===== src/rtl/gcf_pkg.sv =====
// Package: register map, field positions and timing counts of the bus control block
package gcf_pkg;

    // ----------------------------------------
    // Register offsets (byte addresses)
    // ----------------------------------------
    localparam logic [7:0] BUS_CONTROL_OFS = 8'h00; // Control register
    localparam logic [7:0] BUS_STATUS_OFS = 8'h04; // Status code word
    localparam logic [7:0] IRQ_STATUS_OFS = 8'h08; // Sticky events
    localparam logic [7:0] IRQ_MASK_OFS = 8'h0c; // Event mask

    // ----------------------------------------
    // Control field positions
    // ----------------------------------------
    localparam int GENCALL_BIT = 6;  // slave_gencall_handling
    localparam int TXFLUSH_BIT = 7;  // tx_path_flush
    localparam int RXFLUSH_BIT = 8;  // rx_path_flush
    localparam int DMATX_BIT = 9;    // DMA transmit enable
    localparam int DMARX_BIT = 10;   // DMA receive enable

    // ----------------------------------------
    // Reset values and codes
    // ----------------------------------------
    localparam logic [31:0] CONTROL_RST = 32'h0000_0000; // Control reset value
    localparam logic [31:0] STATUS_RST = 32'h0000_0000;  // Status reset value
    localparam logic [7:0] GENCALL_CODE = 8'h00;         // Address byte of a general call
    localparam logic [15:0] GC_STATUS_WORD = 16'h0047;   // Status code (arbitrary value)

    // Interrupt event positions
    localparam int EV_TXFL_DONE = 0; // Transmit flush done
    localparam int EV_RXFL_DONE = 1; // Receive flush done
    localparam int EV_GC_DIRECT = 2; // General call handled directly
    localparam int EV_DMATX_END = 3; // DMA transmit ended
    localparam int EV_NUM = 4;       // Event count

    // ----------------------------------------
    // Timing
    // ----------------------------------------
    localparam int CLK_MHZ = 50;          // System clock rate
    localparam int LINK_PERIOD_NS = 160;  // Bench link clock period
    localparam int LINK_CYC = (LINK_PERIOD_NS * CLK_MHZ + 999) / 1000; // Cycles per link period

    // Link side flush handshake states
    typedef enum logic [1:0] {
        LK_IDLE = 2'b00,
        LK_BUSY = 2'b01,
        LK_DONE = 2'b11
    } link_state_type;

    // Register port bundle
    typedef struct packed {
        logic [7:0] addr;
        logic [31:0] wdata;
        logic wr;
        logic rd;
    } reg_req_type;

endpackage


===== src/rtl/gcf_sync3.sv =====
// Three stage synchroniser with agreement filter
`timescale 1ns/1ps
`default_nettype none
module gcf_sync3 (
    input wire logic clk_in,
    input wire logic rstn_in,
    input wire logic d_in,
    output logic q_out
);
    // Stage state
    typedef struct packed {
        logic s1;
        logic s2;
        logic s3;
        logic q;
    } sync_state_type;

    sync_state_type st_ff; // Registered state
    sync_state_type nxt_st; // Next state

    // ----------------------------------------
    // Next state
    // ----------------------------------------
    always_comb begin
        nxt_st = st_ff;
        nxt_st.s1 = d_in;
        nxt_st.s2 = st_ff.s1;
        nxt_st.s3 = st_ff.s2;
        if (st_ff.s2 == st_ff.s3) begin
            nxt_st.q = st_ff.s3; // Change counts once stages agree
        end
    end

    // Register
    always_ff @(posedge clk_in or negedge rstn_in) begin
        if (!rstn_in) begin
            st_ff <= '0;
        end else begin
            st_ff <= nxt_st;
        end
    end

    assign q_out = st_ff.q;
endmodule
`default_nettype wire


===== src/rtl/gcf_flush_link.sv =====
// Flush handshake: request into link clock domain, done back to system
`timescale 1ns/1ps
`default_nettype none
module gcf_flush_link
    import gcf_pkg::*;
(
    input wire logic clk_in,
    input wire logic rstn_in,
    input wire logic start_in,      // One cycle flush start
    input wire logic link_rise_in,  // Link clock rising edge seen
    output logic path_reset_out,    // Reset of FIFO and fsm, link side
    output logic done_out           // One cycle completion
);
    // Handshake state
    typedef struct packed {
        link_state_type lk;
        logic req;
        logic ack;
        logic done;
    } fl_state_type;

    fl_state_type st_ff; // Registered state
    fl_state_type nxt_st; // Next state

    // ----------------------------------------
    // Request/ack over link clock edges
    // ----------------------------------------
    always_comb begin
        nxt_st = st_ff;
        nxt_st.done = 1'b0;
        if (start_in) begin
            nxt_st.req = 1'b1;
        end
        case (st_ff.lk)
            LK_IDLE: begin
                if (st_ff.req && link_rise_in) begin
                    nxt_st.lk = LK_BUSY; // Request seen on a link edge
                end
            end
            LK_BUSY: begin
                if (link_rise_in) begin
                    nxt_st.lk = LK_DONE; // Path held in reset for a link cycle
                end
            end
            LK_DONE: begin
                nxt_st.req = 1'b0;
                nxt_st.done = 1'b1;
                nxt_st.lk = LK_IDLE;
            end
            default: begin
                nxt_st.lk = LK_IDLE;
            end
        endcase
    end

    // Register
    always_ff @(posedge clk_in or negedge rstn_in) begin
        if (!rstn_in) begin
            st_ff <= '0;
        end else begin
            st_ff <= nxt_st;
        end
    end

    assign path_reset_out = (st_ff.lk == LK_BUSY);
    assign done_out = st_ff.done;
endmodule
`default_nettype wire


===== src/rtl/gcf_ctrl.sv =====
// Bus controller control register: general call, path flushes, DMA transmit idle
`timescale 1ns/1ps
`default_nettype none
module gcf_ctrl
    import gcf_pkg::*;
(
    input wire logic clk_in,
    input wire logic rstn_in,
    input wire logic [7:0] addr_in,
    input wire logic [31:0] wdata_in,
    input wire logic wr_in,
    input wire logic rd_in,
    output logic [31:0] rdata_out,
    input wire logic link_clk_in,        // Bus clock, sampled
    input wire logic gc_valid_in,        // Received address byte strobe
    input wire logic [7:0] gc_byte_in,   // Received address byte
    input wire logic gc_hw_in,           // General call raised by hardware
    output logic rx_fifo_push_out,       // Push general call byte into receive FIFO
    output logic [7:0] rx_fifo_data_out, // Byte pushed
    output logic gc_action_out,          // Direct general call action pulse
    input wire logic tx_fifo_level_in,   // Transmit FIFO holds data
    input wire logic dma_eot_in,         // DMA end of transfer
    output logic dma_tx_req_out,         // DMA transmit request
    output logic tx_path_reset_out,      // Transmit FIFO and fsm reset
    output logic rx_path_reset_out,      // Receive FIFO and fsm reset
    output logic irq_out                 // Level interrupt
);
    // ----------------------------------------
    // State
    // ----------------------------------------
    typedef struct packed {
        logic [31:0] control;    // bus_control
        logic [15:0] status;     // bus_status_reg code word
        logic [EV_NUM-1:0] irq_st;
        logic [EV_NUM-1:0] irq_mask;
        logic [31:0] rdata;
        logic push;
        logic [7:0] push_data;
        logic action;
        logic link_q;            // Previous filtered link clock
    } ctrl_state_type;

    ctrl_state_type st_ff; // Registered state
    ctrl_state_type nxt_st; // Next state

    logic link_sync; // Filtered link clock
    logic link_rise; // Rising edge of link clock
    logic tx_done; // Transmit flush finished
    logic rx_done; // Receive flush finished
    logic tx_start; // Transmit flush starts
    logic rx_start; // Receive flush starts
    logic is_gc; // General call byte seen

    // ----------------------------------------
    // Link clock sampling
    // ----------------------------------------
    gcf_sync3 u_link_sync (
        .clk_in(clk_in),
        .rstn_in(rstn_in),
        .d_in(link_clk_in),
        .q_out(link_sync)
    );
    assign link_rise = link_sync && !st_ff.link_q;

    // Flush starts only on a written 1 while idle
    assign tx_start = wr_in && (addr_in == BUS_CONTROL_OFS) && wdata_in[TXFLUSH_BIT]
        && !st_ff.control[TXFLUSH_BIT];
    assign rx_start = wr_in && (addr_in == BUS_CONTROL_OFS) && wdata_in[RXFLUSH_BIT]
        && !st_ff.control[RXFLUSH_BIT];

    // ----------------------------------------
    // Flush handshakes, one per path
    // ----------------------------------------
    gcf_flush_link u_tx_flush (
        .clk_in(clk_in),
        .rstn_in(rstn_in),
        .start_in(tx_start),
        .link_rise_in(link_rise),
        .path_reset_out(tx_path_reset_out),
        .done_out(tx_done)
    );
    gcf_flush_link u_rx_flush (
        .clk_in(clk_in),
        .rstn_in(rstn_in),
        .start_in(rx_start),
        .link_rise_in(link_rise),
        .path_reset_out(rx_path_reset_out),
        .done_out(rx_done)
    );

    assign is_gc = gc_valid_in && (gc_byte_in == GENCALL_CODE);

    // ----------------------------------------
    // Next state
    // ----------------------------------------
    always_comb begin
        nxt_st = st_ff;
        nxt_st.link_q = link_sync;
        nxt_st.push = 1'b0;
        nxt_st.action = 1'b0;
        nxt_st.rdata = '0;
        // Register writes; flush bits kept out of plain store
        if (wr_in) begin
            case (addr_in)
                BUS_CONTROL_OFS: begin
                    nxt_st.control = wdata_in;
                    nxt_st.control[TXFLUSH_BIT] = st_ff.control[TXFLUSH_BIT] | wdata_in[TXFLUSH_BIT];
                    nxt_st.control[RXFLUSH_BIT] = st_ff.control[RXFLUSH_BIT] | wdata_in[RXFLUSH_BIT];
                end
                IRQ_MASK_OFS: begin
                    nxt_st.irq_mask = wdata_in[EV_NUM-1:0];
                end
                default: begin
                    nxt_st.control = st_ff.control;
                end
            endcase
        end
        // Reads; interrupt status clears on read
        if (rd_in) begin
            case (addr_in)
                BUS_CONTROL_OFS: nxt_st.rdata = st_ff.control;
                BUS_STATUS_OFS: nxt_st.rdata = {16'h0000, st_ff.status};
                IRQ_STATUS_OFS: begin
                    nxt_st.rdata = {{(32-EV_NUM){1'b0}}, st_ff.irq_st};
                    nxt_st.irq_st = '0;
                end
                IRQ_MASK_OFS: nxt_st.rdata = {{(32-EV_NUM){1'b0}}, st_ff.irq_mask};
                default: nxt_st.rdata = '0;
            endcase
        end
        // Flush completion clears the bit
        if (tx_done) begin
            nxt_st.control[TXFLUSH_BIT] = 1'b0;
            nxt_st.irq_st[EV_TXFL_DONE] = 1'b1;
        end
        if (rx_done) begin
            nxt_st.control[RXFLUSH_BIT] = 1'b0;
            nxt_st.irq_st[EV_RXFL_DONE] = 1'b1;
        end
        // General call handling
        if (is_gc) begin
            if (gc_hw_in || !st_ff.control[GENCALL_BIT]) begin
                nxt_st.push = 1'b1;
                nxt_st.push_data = gc_byte_in;
            end else begin
                nxt_st.action = 1'b1;
                nxt_st.status = GC_STATUS_WORD;
                nxt_st.irq_st[EV_GC_DIRECT] = 1'b1;
            end
        end
        // DMA end of transfer turns transmit interface off
        if (dma_eot_in && st_ff.control[DMATX_BIT]) begin
            nxt_st.control[DMATX_BIT] = 1'b0;
            nxt_st.irq_st[EV_DMATX_END] = 1'b1;
        end
    end

    // Register
    always_ff @(posedge clk_in or negedge rstn_in) begin
        if (!rstn_in) begin
            st_ff <= '0;
            st_ff.control <= CONTROL_RST;
            st_ff.status <= STATUS_RST[15:0];
        end else begin
            st_ff <= nxt_st;
        end
    end

    // ----------------------------------------
    // Outputs
    // ----------------------------------------
    assign rdata_out = st_ff.rdata;
    assign rx_fifo_push_out = st_ff.push;
    assign rx_fifo_data_out = st_ff.push_data;
    assign gc_action_out = st_ff.action;
    // No requests while disabled or while the transmit path flushes
    assign dma_tx_req_out = st_ff.control[DMATX_BIT] && tx_fifo_level_in
        && !st_ff.control[TXFLUSH_BIT];
    assign irq_out = |(st_ff.irq_st & st_ff.irq_mask);

    // ----------------------------------------
    // Assertions
    // ----------------------------------------
    property p_dma_idle;
        @(posedge clk_in) disable iff (!rstn_in)
        !st_ff.control[DMATX_BIT] |-> !dma_tx_req_out;
    endproperty
    a_dma_idle: assert property (p_dma_idle) else $error("DMA request while disabled");

    property p_dma_eot;
        @(posedge clk_in) disable iff (!rstn_in)
        (dma_eot_in && st_ff.control[DMATX_BIT]) |=> !st_ff.control[DMATX_BIT];
    endproperty
    a_dma_eot: assert property (p_dma_eot) else $error("DMA enable not cleared at end");

    property p_tx_hold;
        @(posedge clk_in) disable iff (!rstn_in)
        tx_start |=> st_ff.control[TXFLUSH_BIT] [*3];
    endproperty
    a_tx_hold: assert property (p_tx_hold) else $error("Transmit flush bit dropped early");

    property p_tx_clear;
        @(posedge clk_in) disable iff (!rstn_in)
        tx_done |=> !st_ff.control[TXFLUSH_BIT];
    endproperty
    a_tx_clear: assert property (p_tx_clear) else $error("Transmit flush bit not cleared");

    property p_rx_hold;
        @(posedge clk_in) disable iff (!rstn_in)
        $fell(st_ff.control[RXFLUSH_BIT]) |-> $past(rx_done);
    endproperty
    a_rx_hold: assert property (p_rx_hold) else $error("Receive flush bit cleared without done");

    property p_rx_reset;
        @(posedge clk_in) disable iff (!rstn_in)
        rx_start |-> ##[1:40] rx_path_reset_out;
    endproperty
    a_rx_reset: assert property (p_rx_reset) else $error("Receive path never reset");

    property p_gc_transparent;
        @(posedge clk_in) disable iff (!rstn_in)
        (is_gc && (gc_hw_in || !st_ff.control[GENCALL_BIT])) |=> rx_fifo_push_out && !gc_action_out;
    endproperty
    a_gc_transparent: assert property (p_gc_transparent) else $error("General call not pushed");

    property p_gc_direct;
        @(posedge clk_in) disable iff (!rstn_in)
        (is_gc && !gc_hw_in && st_ff.control[GENCALL_BIT])
            |=> gc_action_out && !rx_fifo_push_out && st_ff.status == GC_STATUS_WORD;
    endproperty
    a_gc_direct: assert property (p_gc_direct) else $error("Direct general call wrong");

    property p_cfg_kept;
        @(posedge clk_in) disable iff (!rstn_in)
        (tx_done && !wr_in) |=> st_ff.control[GENCALL_BIT] == $past(st_ff.control[GENCALL_BIT]);
    endproperty
    a_cfg_kept: assert property (p_cfg_kept) else $error("Flush changed configuration");

    // ----------------------------------------
    // Path resets, receive flush bit clear, written zeros, hardware general call
    // ----------------------------------------
    property p_tx_reset;
        @(posedge clk_in) disable iff (!rstn_in)
        tx_start |-> ##[1:40] tx_path_reset_out;
    endproperty
    a_tx_reset: assert property (p_tx_reset) else $error("Transmit path never reset");

    property p_tx_path_bit;
        @(posedge clk_in) disable iff (!rstn_in)
        tx_path_reset_out |-> st_ff.control[TXFLUSH_BIT];
    endproperty
    a_tx_path_bit: assert property (p_tx_path_bit) else $error("Transmit path reset without flush bit");

    property p_rx_path_bit;
        @(posedge clk_in) disable iff (!rstn_in)
        rx_path_reset_out |-> st_ff.control[RXFLUSH_BIT];
    endproperty
    a_rx_path_bit: assert property (p_rx_path_bit) else $error("Receive path reset without flush bit");

    property p_rx_clear;
        @(posedge clk_in) disable iff (!rstn_in)
        rx_done |=> !st_ff.control[RXFLUSH_BIT];
    endproperty
    a_rx_clear: assert property (p_rx_clear) else $error("Receive flush bit not cleared");

    property p_tx_zero_write;
        @(posedge clk_in) disable iff (!rstn_in)
        (wr_in && addr_in == BUS_CONTROL_OFS && !wdata_in[TXFLUSH_BIT] && st_ff.control[TXFLUSH_BIT] && !tx_done)
            |=> st_ff.control[TXFLUSH_BIT];
    endproperty
    a_tx_zero_write: assert property (p_tx_zero_write) else $error("Zero write ended transmit flush");

    property p_rx_zero_write;
        @(posedge clk_in) disable iff (!rstn_in)
        (wr_in && addr_in == BUS_CONTROL_OFS && !wdata_in[RXFLUSH_BIT] && st_ff.control[RXFLUSH_BIT] && !rx_done)
            |=> st_ff.control[RXFLUSH_BIT];
    endproperty
    a_rx_zero_write: assert property (p_rx_zero_write) else $error("Zero write ended receive flush");

    property p_gc_hw;
        @(posedge clk_in) disable iff (!rstn_in)
        (is_gc && gc_hw_in) |=> rx_fifo_push_out && !gc_action_out && rx_fifo_data_out == GENCALL_CODE;
    endproperty
    a_gc_hw: assert property (p_gc_hw) else $error("Hardware general call not transparent");

    c_tx_flush: cover property (@(posedge clk_in) disable iff (!rstn_in) tx_done);
    c_rx_flush: cover property (@(posedge clk_in) disable iff (!rstn_in) rx_done);
    c_gc_direct: cover property (@(posedge clk_in) disable iff (!rstn_in) gc_action_out);
    c_dma_end: cover property (@(posedge clk_in) disable iff (!rstn_in) $fell(st_ff.control[DMATX_BIT]));
    c_gc_hw: cover property (@(posedge clk_in) disable iff (!rstn_in) is_gc && gc_hw_in);
endmodule
`default_nettype wire


===== config.mk =====
export PLATFORM = sky130hd
export DESIGN_NAME = gcf_ctrl
export DESIGN_NICKNAME = d
export VERILOG_FILES = /design/src/rtl/gcf_pkg.sv /design/src/rtl/gcf_sync3.sv /design/src/rtl/gcf_flush_link.sv /design/src/rtl/gcf_ctrl.sv
export SDC_FILE = /design/constraint.sdc
export NUM_CORES = 1
export LEC_CHECK = 0
export BUFFER_PORTS_ARGS = -buffer_cell sky130_fd_sc_hd__clkbuf_2
export CORE_ASPECT_RATIO = 1.1
export CORE_MARGIN = 2
export CORE_UTILIZATION = 49
export DETAILED_ROUTE_END_ITERATION = 7
export PLACE_DENSITY = 0.74
export SYNTH_ARGS = -nofsm -noshare
export SYNTH_HDL_FRONTEND = slang
export SYNTH_SLANG_ARGS = --single-unit

===== constraint.sdc =====
create_clock -name clk_in -period 1.2 [get_ports clk_in]
set_input_delay 0.06 -clock clk_in [delete_from_list [all_inputs] [get_ports clk_in]]
set_output_delay 0.06 -clock clk_in [all_outputs]
set_load 0.01 [all_outputs]

==> reports/results.ini, run 1 <==
[timing]
finalHoldViolCount = 0
slew_headroom_pct = 66.9
finalMaxSlewViolations = 0
fin_ws_ps = -74.2
fmax_ghz = 0.785
clock_skew_ps = 6.39
finalSetupViolCount = 2
finalCritPeriodShare_pct = 106
worst_pin_slew_ps = 496
period_needed_ps = 1270
rsz0062_at_grt = true

[yosys]
syn_nets = 338
yosys.cell_types.count = 35
seq_area_frac_synth_pct = 63.1
synth_seq_cells = 96
synth_area_leaders = dfrtp_1 (63%), mux2_2 (10%), buf_4 (7.9%), and2_1 (5.7%), mux4_2 (1.8%)
yosys_warnings = 0
syn_area_per_cell_um2 = 13.6
synthesis.area_mm2 = 0.00381
ys.flop_type = dfrtp_1
async_flop_share_pct = 100
yosysTopAreaCellShare_pct = 63.1
syn_inst = 281
synth_top_cell_by_area = dfrtp_1
synth_edf_count = 0

[pwr]
switching_share_pct = 24.2
p_seq_share_pct = 57.8
ir_worst_vdd_v = 0.000584
switchingPower_mw = 1.50
internal-power_mw = 4.70
power_per_cell_area_mw_per_mm2 = 1280
p_comb_share_pct = 12.5
leakagePower_nw = 2.58
power_mw = 6.20
clock_power_share_pct = 29.7

[placed_design]
place_area_mm2 = 0.00429
dp_hpwl_mm = 4.76
gp_congestion = 0.749
portBuffers = 102

[critical_path]
critPathRequiredTime_ps = 1140
reg2regPathDepth = 3
path_cells = buf_6 -> a22oi_2 -> nand2_1 -> clkbuf_2
crit_fanout = 2
critPathKind = flop to output port
crit_arrival_ps = 1210
critical-path-max-stage-delay_ps = 410
start_kind = flop
worstSetupEndpointType = output port
cpMaxStageDelayCell = dfrtp_1

[routing]
drcViolationCount = 0
first_iter_violations = 118
detail_route.wl_per_cell_um = 13.9
vias = 2400
dr.pass1.iters = 4
wl_mm = 7.06
ant_nets = 0
vias_per_cell = 4.72

[layout]
fin_area_mm2 = 0.00484
synthToLayoutAreaGrowth_pct = 27.1
n_antenna_cell = 0
fin_nets = 457
drive_gt1_share_pct = 47.3

[die]
die_x_um = 88.1
core_area_mm2 = 0.00751
die_h_um = 96.5
rows = 33
initial_core_util_pct = 50.7
fp.dieArea_mm2 = 0.00849
ioPinCount = 103

[outcome]
status = finished with violations
violations = setup timing

[clock_tree]
htreeDepth = 3
worstSkewPairLatency_ps = 340
root_buffer = clkbuf_8
cts_tree = built
clock_sinks = 96
cts.clk_slew.worst_paths_ps = 80
cts_buffers = 9
clockBufferDepth = 2

[grt]
antenna_found_initial = 0
grt_use_total_pct = 17.7
grt_pass1_wl_mm = 11.5
grt.overflow.total = 0
grt_pass1_vias = 2391
grt_max_degree = 97

[min_path]
hold_path_depth = 3
hp-class = input port to flop

[job]
maxCapViolations = 0

Yosys cell counts (3+ instances only):
cell	n
inv_1	6
a21o_1	4
buf_2	3
mux2_2	34
clkbuf_1	4
nand2_1	5
nand3_1	3
nor3_1	5
buf_4	40
mux4_2	3
nor2_1	7
a22oi_1	3
and2_1	35
nor2b_1	7
dfrtp_1	96
layer usage:
| metal | track usage (%) | part of all wire [%] | vias up |
|---|---|---|---|
| met1 | 23.3 | 43 | 1183 |
| met2 | 29.4 | 52 | 75 |
| met3 | 2.80 | 4.3 | 6 |
| met5 | 0 | 0 | - |
| li1 | - | - | 1136 |
| met4 | 7.70 | 1.2 | 0 |
worst paths after layout:
check	start	to	slack [ps]
min in group asynchronous	rstn_in	rdata_out[15]	320
min reg2reg	u_link_sync.nxt_st[2]	u_link_sync.nxt_st[1]	390
max reg2reg	st_ff[48]	rdata_out[1]	-20
max in group asynchronous	rstn_in	rdata_out[29]	490
max	st_ff[48]	irq_out	-70
min	dma_eot_in	st_ff[76]	50
cell usage in the layout, fill, tap and decap left out, types with 5 or more instances in the layout:
cell type / instances
and2_1: 27
and2_4: 8
buf_4: 18
clkbuf_2: 101
clkbuf_8: 10
dfrtp_1: 96
dlygate4sd3_1: 33
inv_1: 5
mux2_2: 34
nand2_1: 5
nor2_1: 7
nor2b_1: 6
nor3_1: 5
per-stage QoR:
stage | instances | worst slack, ps | TNS [ps] | util, % | hold slack (ps)
final | 509 | -74.2 | -91.8 | 64.4 | 45.8
after floorplan | 281 | -168 | -3290 | - | -236
after global placement | 459 | -298 | -11710 | 57.0 | 145
after CTS | 509 | -87.3 | -103 | 64.2 | 29.1
after global routing | 509 | -148 | -359 | 64.4 | 48.1
after detailed placement | 459 | -325 | -14440 | 57.0 | 151
sequential cells by signal, summed over array words and instances, names as in the netlist:
signal / flops
rdata_out: 32
u_link_sync.q_out: 1
u_rx_flush.st_ff: 3
rx_fifo_data_out: 8
u_link_sync.nxt_st: 2
u_link_sync.st_ff: 1
u_tx_flush.done_out: 1
u_rx_flush.done_out: 1
st_ff: 42
rx_fifo_push_out: 1
gc_action_out: 1
u_tx_flush.st_ff: 3
cells by family (layout without fill, tap and decap cells):
| family | after synthesis | in the layout | synth area share, % |
|---|---|---|---|
| AO/OA/AOI/OAI | 14 | 14 | 2.46 |
| multiplexers | 38 | 38 | 12.1 |
| AND/OR/NAND/NOR | 79 | 79 | 12.8 |
| flip-flops | 96 | 96 | 63.1 |
| adder cells (fa/ha/maj) | 1 | 1 | 0.263 |
| buffers and inverters | 53 | 176 | 9.26 |
worst max-delay path, delay by kind of cell (launching register included):
family	cells	cell delay [ps]
simple gates	1	60
buf+inv	2	260
compound gates	1	140
flops	1	410
power groups by stage:
stage | clock, mW | sequential [mW] | combinational, mW
floorplan | 0 | 3.59 | 0.329
global placement | 0 | 3.62 | 0.619
detailed placement | 0 | 3.63 | 0.637
CTS | 1.92 | 3.57 | 0.784
global route | 2.05 | 3.61 | 0.865
finish | 1.84 | 3.58 | 0.776
area by class of cell:
cell class	count	area (um^2)
fillers	607	2670
flip-flops and latches	96	2400
multi-input cells	132	1100
repair buffers	155	1010
clock buffers	11	141
well taps	105	131
clock inverters	4	30.0
inverters	6	22.5
what timing repair did:
item / CTS / global route
gates resized for setup: 4 / 9
buffers inserted: 2 / 0
pin swaps: 1 / 0
gates cloned: 0 / 0
hold buffers: 33 / 0
endpoints found under the setup margin: 9 / 11
endpoints found under the hold margin: 134 / 0
(Power assumes the default switching activity.)
==> run 2: changes to the inputs <==
--- a/config.mk
+++ b/config.mk
@@ -6,11 +6,14 @@
 export NUM_CORES = 1
 export LEC_CHECK = 0
 export BUFFER_PORTS_ARGS = -buffer_cell sky130_fd_sc_hd__clkbuf_2
+export CELL_PAD_IN_SITES_DETAIL_PLACEMENT = 0
+export CELL_PAD_IN_SITES_GLOBAL_PLACEMENT = 2
 export CORE_ASPECT_RATIO = 1.1
-export CORE_MARGIN = 2
-export CORE_UTILIZATION = 49
+export CORE_MARGIN = 5
+export CORE_UTILIZATION = 34
+export CTS_CLUSTER_SIZE = 24
 export DETAILED_ROUTE_END_ITERATION = 7
-export PLACE_DENSITY = 0.74
+export PLACE_DENSITY = 0.77
 export SYNTH_ARGS = -nofsm -noshare
 export SYNTH_HDL_FRONTEND = slang
 export SYNTH_SLANG_ARGS = --single-unit
==> run 2 against run 1 <==
  * Global-route usage shrank 5.8 points
  * Critical path depth unchanged
  * Sequential power hardly changed
  * Clock power is 60% higher
  * Non-clock buffer count decreased by 4
  * The flow still finishes with violations (setup timing)
  * Hold slack better by 1.8 ps
  * Die area grew 58%
  * Clock-buffer cell count grew 1
  * Worst setup slack got worse by 6.9 ps
  * Cell area rose by 3.1%
  * Sequential share of layout area down 1.5 points
==> reports/results.ini, run 2 (synthesis gave the netlist of run 1 again) <==
[outcome]
status = finished with violations
violations = setup timing

[routing]
first_iter_violations = 76
ant_nets = 0
vias = 2373
detail_route.wl_per_cell_um = 13.7
vias_per_cell = 4.34
wl_mm = 7.49
dr.pass1.iters = 4
drcViolationCount = 0

[timing]
clock_skew_ps = 6.24
rsz0062_at_grt = true
fin_ws_ps = -81.1
finalSetupViolCount = 1
tns_ps = -81.1
finalCritPeriodShare_pct = 107
worst_pin_slew_ps = 535
slew_headroom_pct = 64.3
fmax_ghz = 0.781
finalMaxSlewViolations = 0
period_needed_ps = 1280
finalHoldViolCount = 0
whs_ps = 47.6

[placed_design]
portBuffers = 102
gp_congestion = 0.735
place_area_mm2 = 0.00432
dp_hpwl_mm = 5.33
place_ws_ps = -348

[layout]
final_cell_mix = clkbuf_2 (101), dfrtp_1 (96), and2_1 (35)
largest-register = st_ff
utilization_pct = 45.5
layout_commonest_cell = clkbuf_2
n_fill_cell = 1022
multi_input_area_mm2 = 0.00108
largest_reg_flops = 42
regArea_mm2 = 0.00240
fin_area_mm2 = 0.00499
n_antenna_cell = 0
fin_nets = 453
drive_gt1_share_pct = 44.5
synthToLayoutAreaGrowth_pct = 31.1

[grt]
grt.overflow.total = 0
grt_use_total_pct = 11.9
grt_pass1_wl_mm = 12.6
antenna_found_initial = 0
grt_pass1_vias = 2522
grt_max_degree = 97

[critical_path]
crit_arrival_ps = 1220
start_kind = flop
path_cells = buf_6 -> a22oi_2 -> nand2_1 -> clkbuf_2
crit_fanout = 2
regToRegStartpoint = st_ff[48]
cpMaxStageDelayCell = dfrtp_1
reg2regPathDepth = 3
critPathKind = flop to output port
critical-path-max-stage-delay_ps = 390
rrSetupSlack_ps = 0
critical_path.startpoint = st_ff[48]
critPathRequiredTime_ps = 1140
worstSetupEndpointType = output port
worstReg2RegEnd = rdata_out[1]
cp-endpoint = irq_out

[die]
rows = 40
ioPinCount = 103
fp.dieArea_mm2 = 0.0134
die_x_um = 111
initial_core_util_pct = 34.7
die_h_um = 121
core_area_mm2 = 0.0110

[clock_tree]
cts_tree = built
clockBufferDepth = 2
worstSkewPairLatency_ps = 330
root_buffer = clkbuf_16
clock_sinks = 96
cts.clk_slew.worst_paths_ps = 60
htreeDepth = 3
cts_buffers = 9

[pwr]
ir_worst_vdd_v = 0.000701
power_per_cell_area_mw_per_mm2 = 1460
leakagePower_nw = 2.62

[job]
maxCapViolations = 0

[min_path]
hold_path_depth = 3
hp-class = input port to flop

run 2: how the worst min path moves through the flow:
| stage | startpoint | end | slack (ps) |
|---|---|---|---|
| 2_1_floorplan | rstn_in | gc_action_out | -240 |
| 4_1_cts | dma_eot_in | st_ff[76] | 40 |
| 3_5_place_dp | rstn_in | rdata_out[27] | 160 |
| 5_1_grt | wdata_in[9] | st_ff[76] | 60 |
| 6_report | dma_eot_in | st_ff[76] | 50 |
| 3_3_place_gp | rstn_in | rdata_out[27] | 150 |
run 2: report_power, final:
| part | switching [mW] | leakage, nW | internal, mW |
|---|---|---|---|
| sequential | 0.130 | 1.30 | 3.45 |
| clock | 1.13 | 0.143 | 1.82 |
| combinational | 0.331 | 1.17 | 0.429 |
run 2: layer usage:
layer,GRT usage [%],vias to the layer above,part of all wire (%)
met5,0,-,0
met4,6.47,0,2.0
met3,3.04,12,5.3
met2,19.8,59,50
met1,14.2,1174,43
li1,-,1128,-
run 2: stage by stage:
step / power [mW] / instances
detailed placement: 4.30 / 497
global route: 7.61 / 547
finish: 7.29 / 547
floorplan: 3.92 / 281
global placement: 4.28 / 497
CTS: 7.38 / 546
run 2: worst max-delay path, delay by kind of cell (launching register included):
| family | cells | cell delay [ps] |
|---|---|---|
| AO/OA/AOI/OAI | 1 | 150 |
| buffers and inverters | 2 | 250 |
| flip-flops | 1 | 390 |
| AND/OR/NAND/NOR | 1 | 90 |
run 2: timing repair:
action                     4_1_cts  5_1_grt
setup endpoints to repair        9       28
hold buffers                    33        0
resized for setup                2        5
hold endpoints to repair       134        0
setup buffers                    2        1
pin swaps                        2        1
run 2: final cells by class:
class	count	share of cell area, %
repair buffers	151	19.9
well taps	147	3.68
flip-flops and latches	96	48.1
inverters	6	0.451
clock buffers	12	4.74
clock inverters	3	1.35
multi-input cells	132	21.7
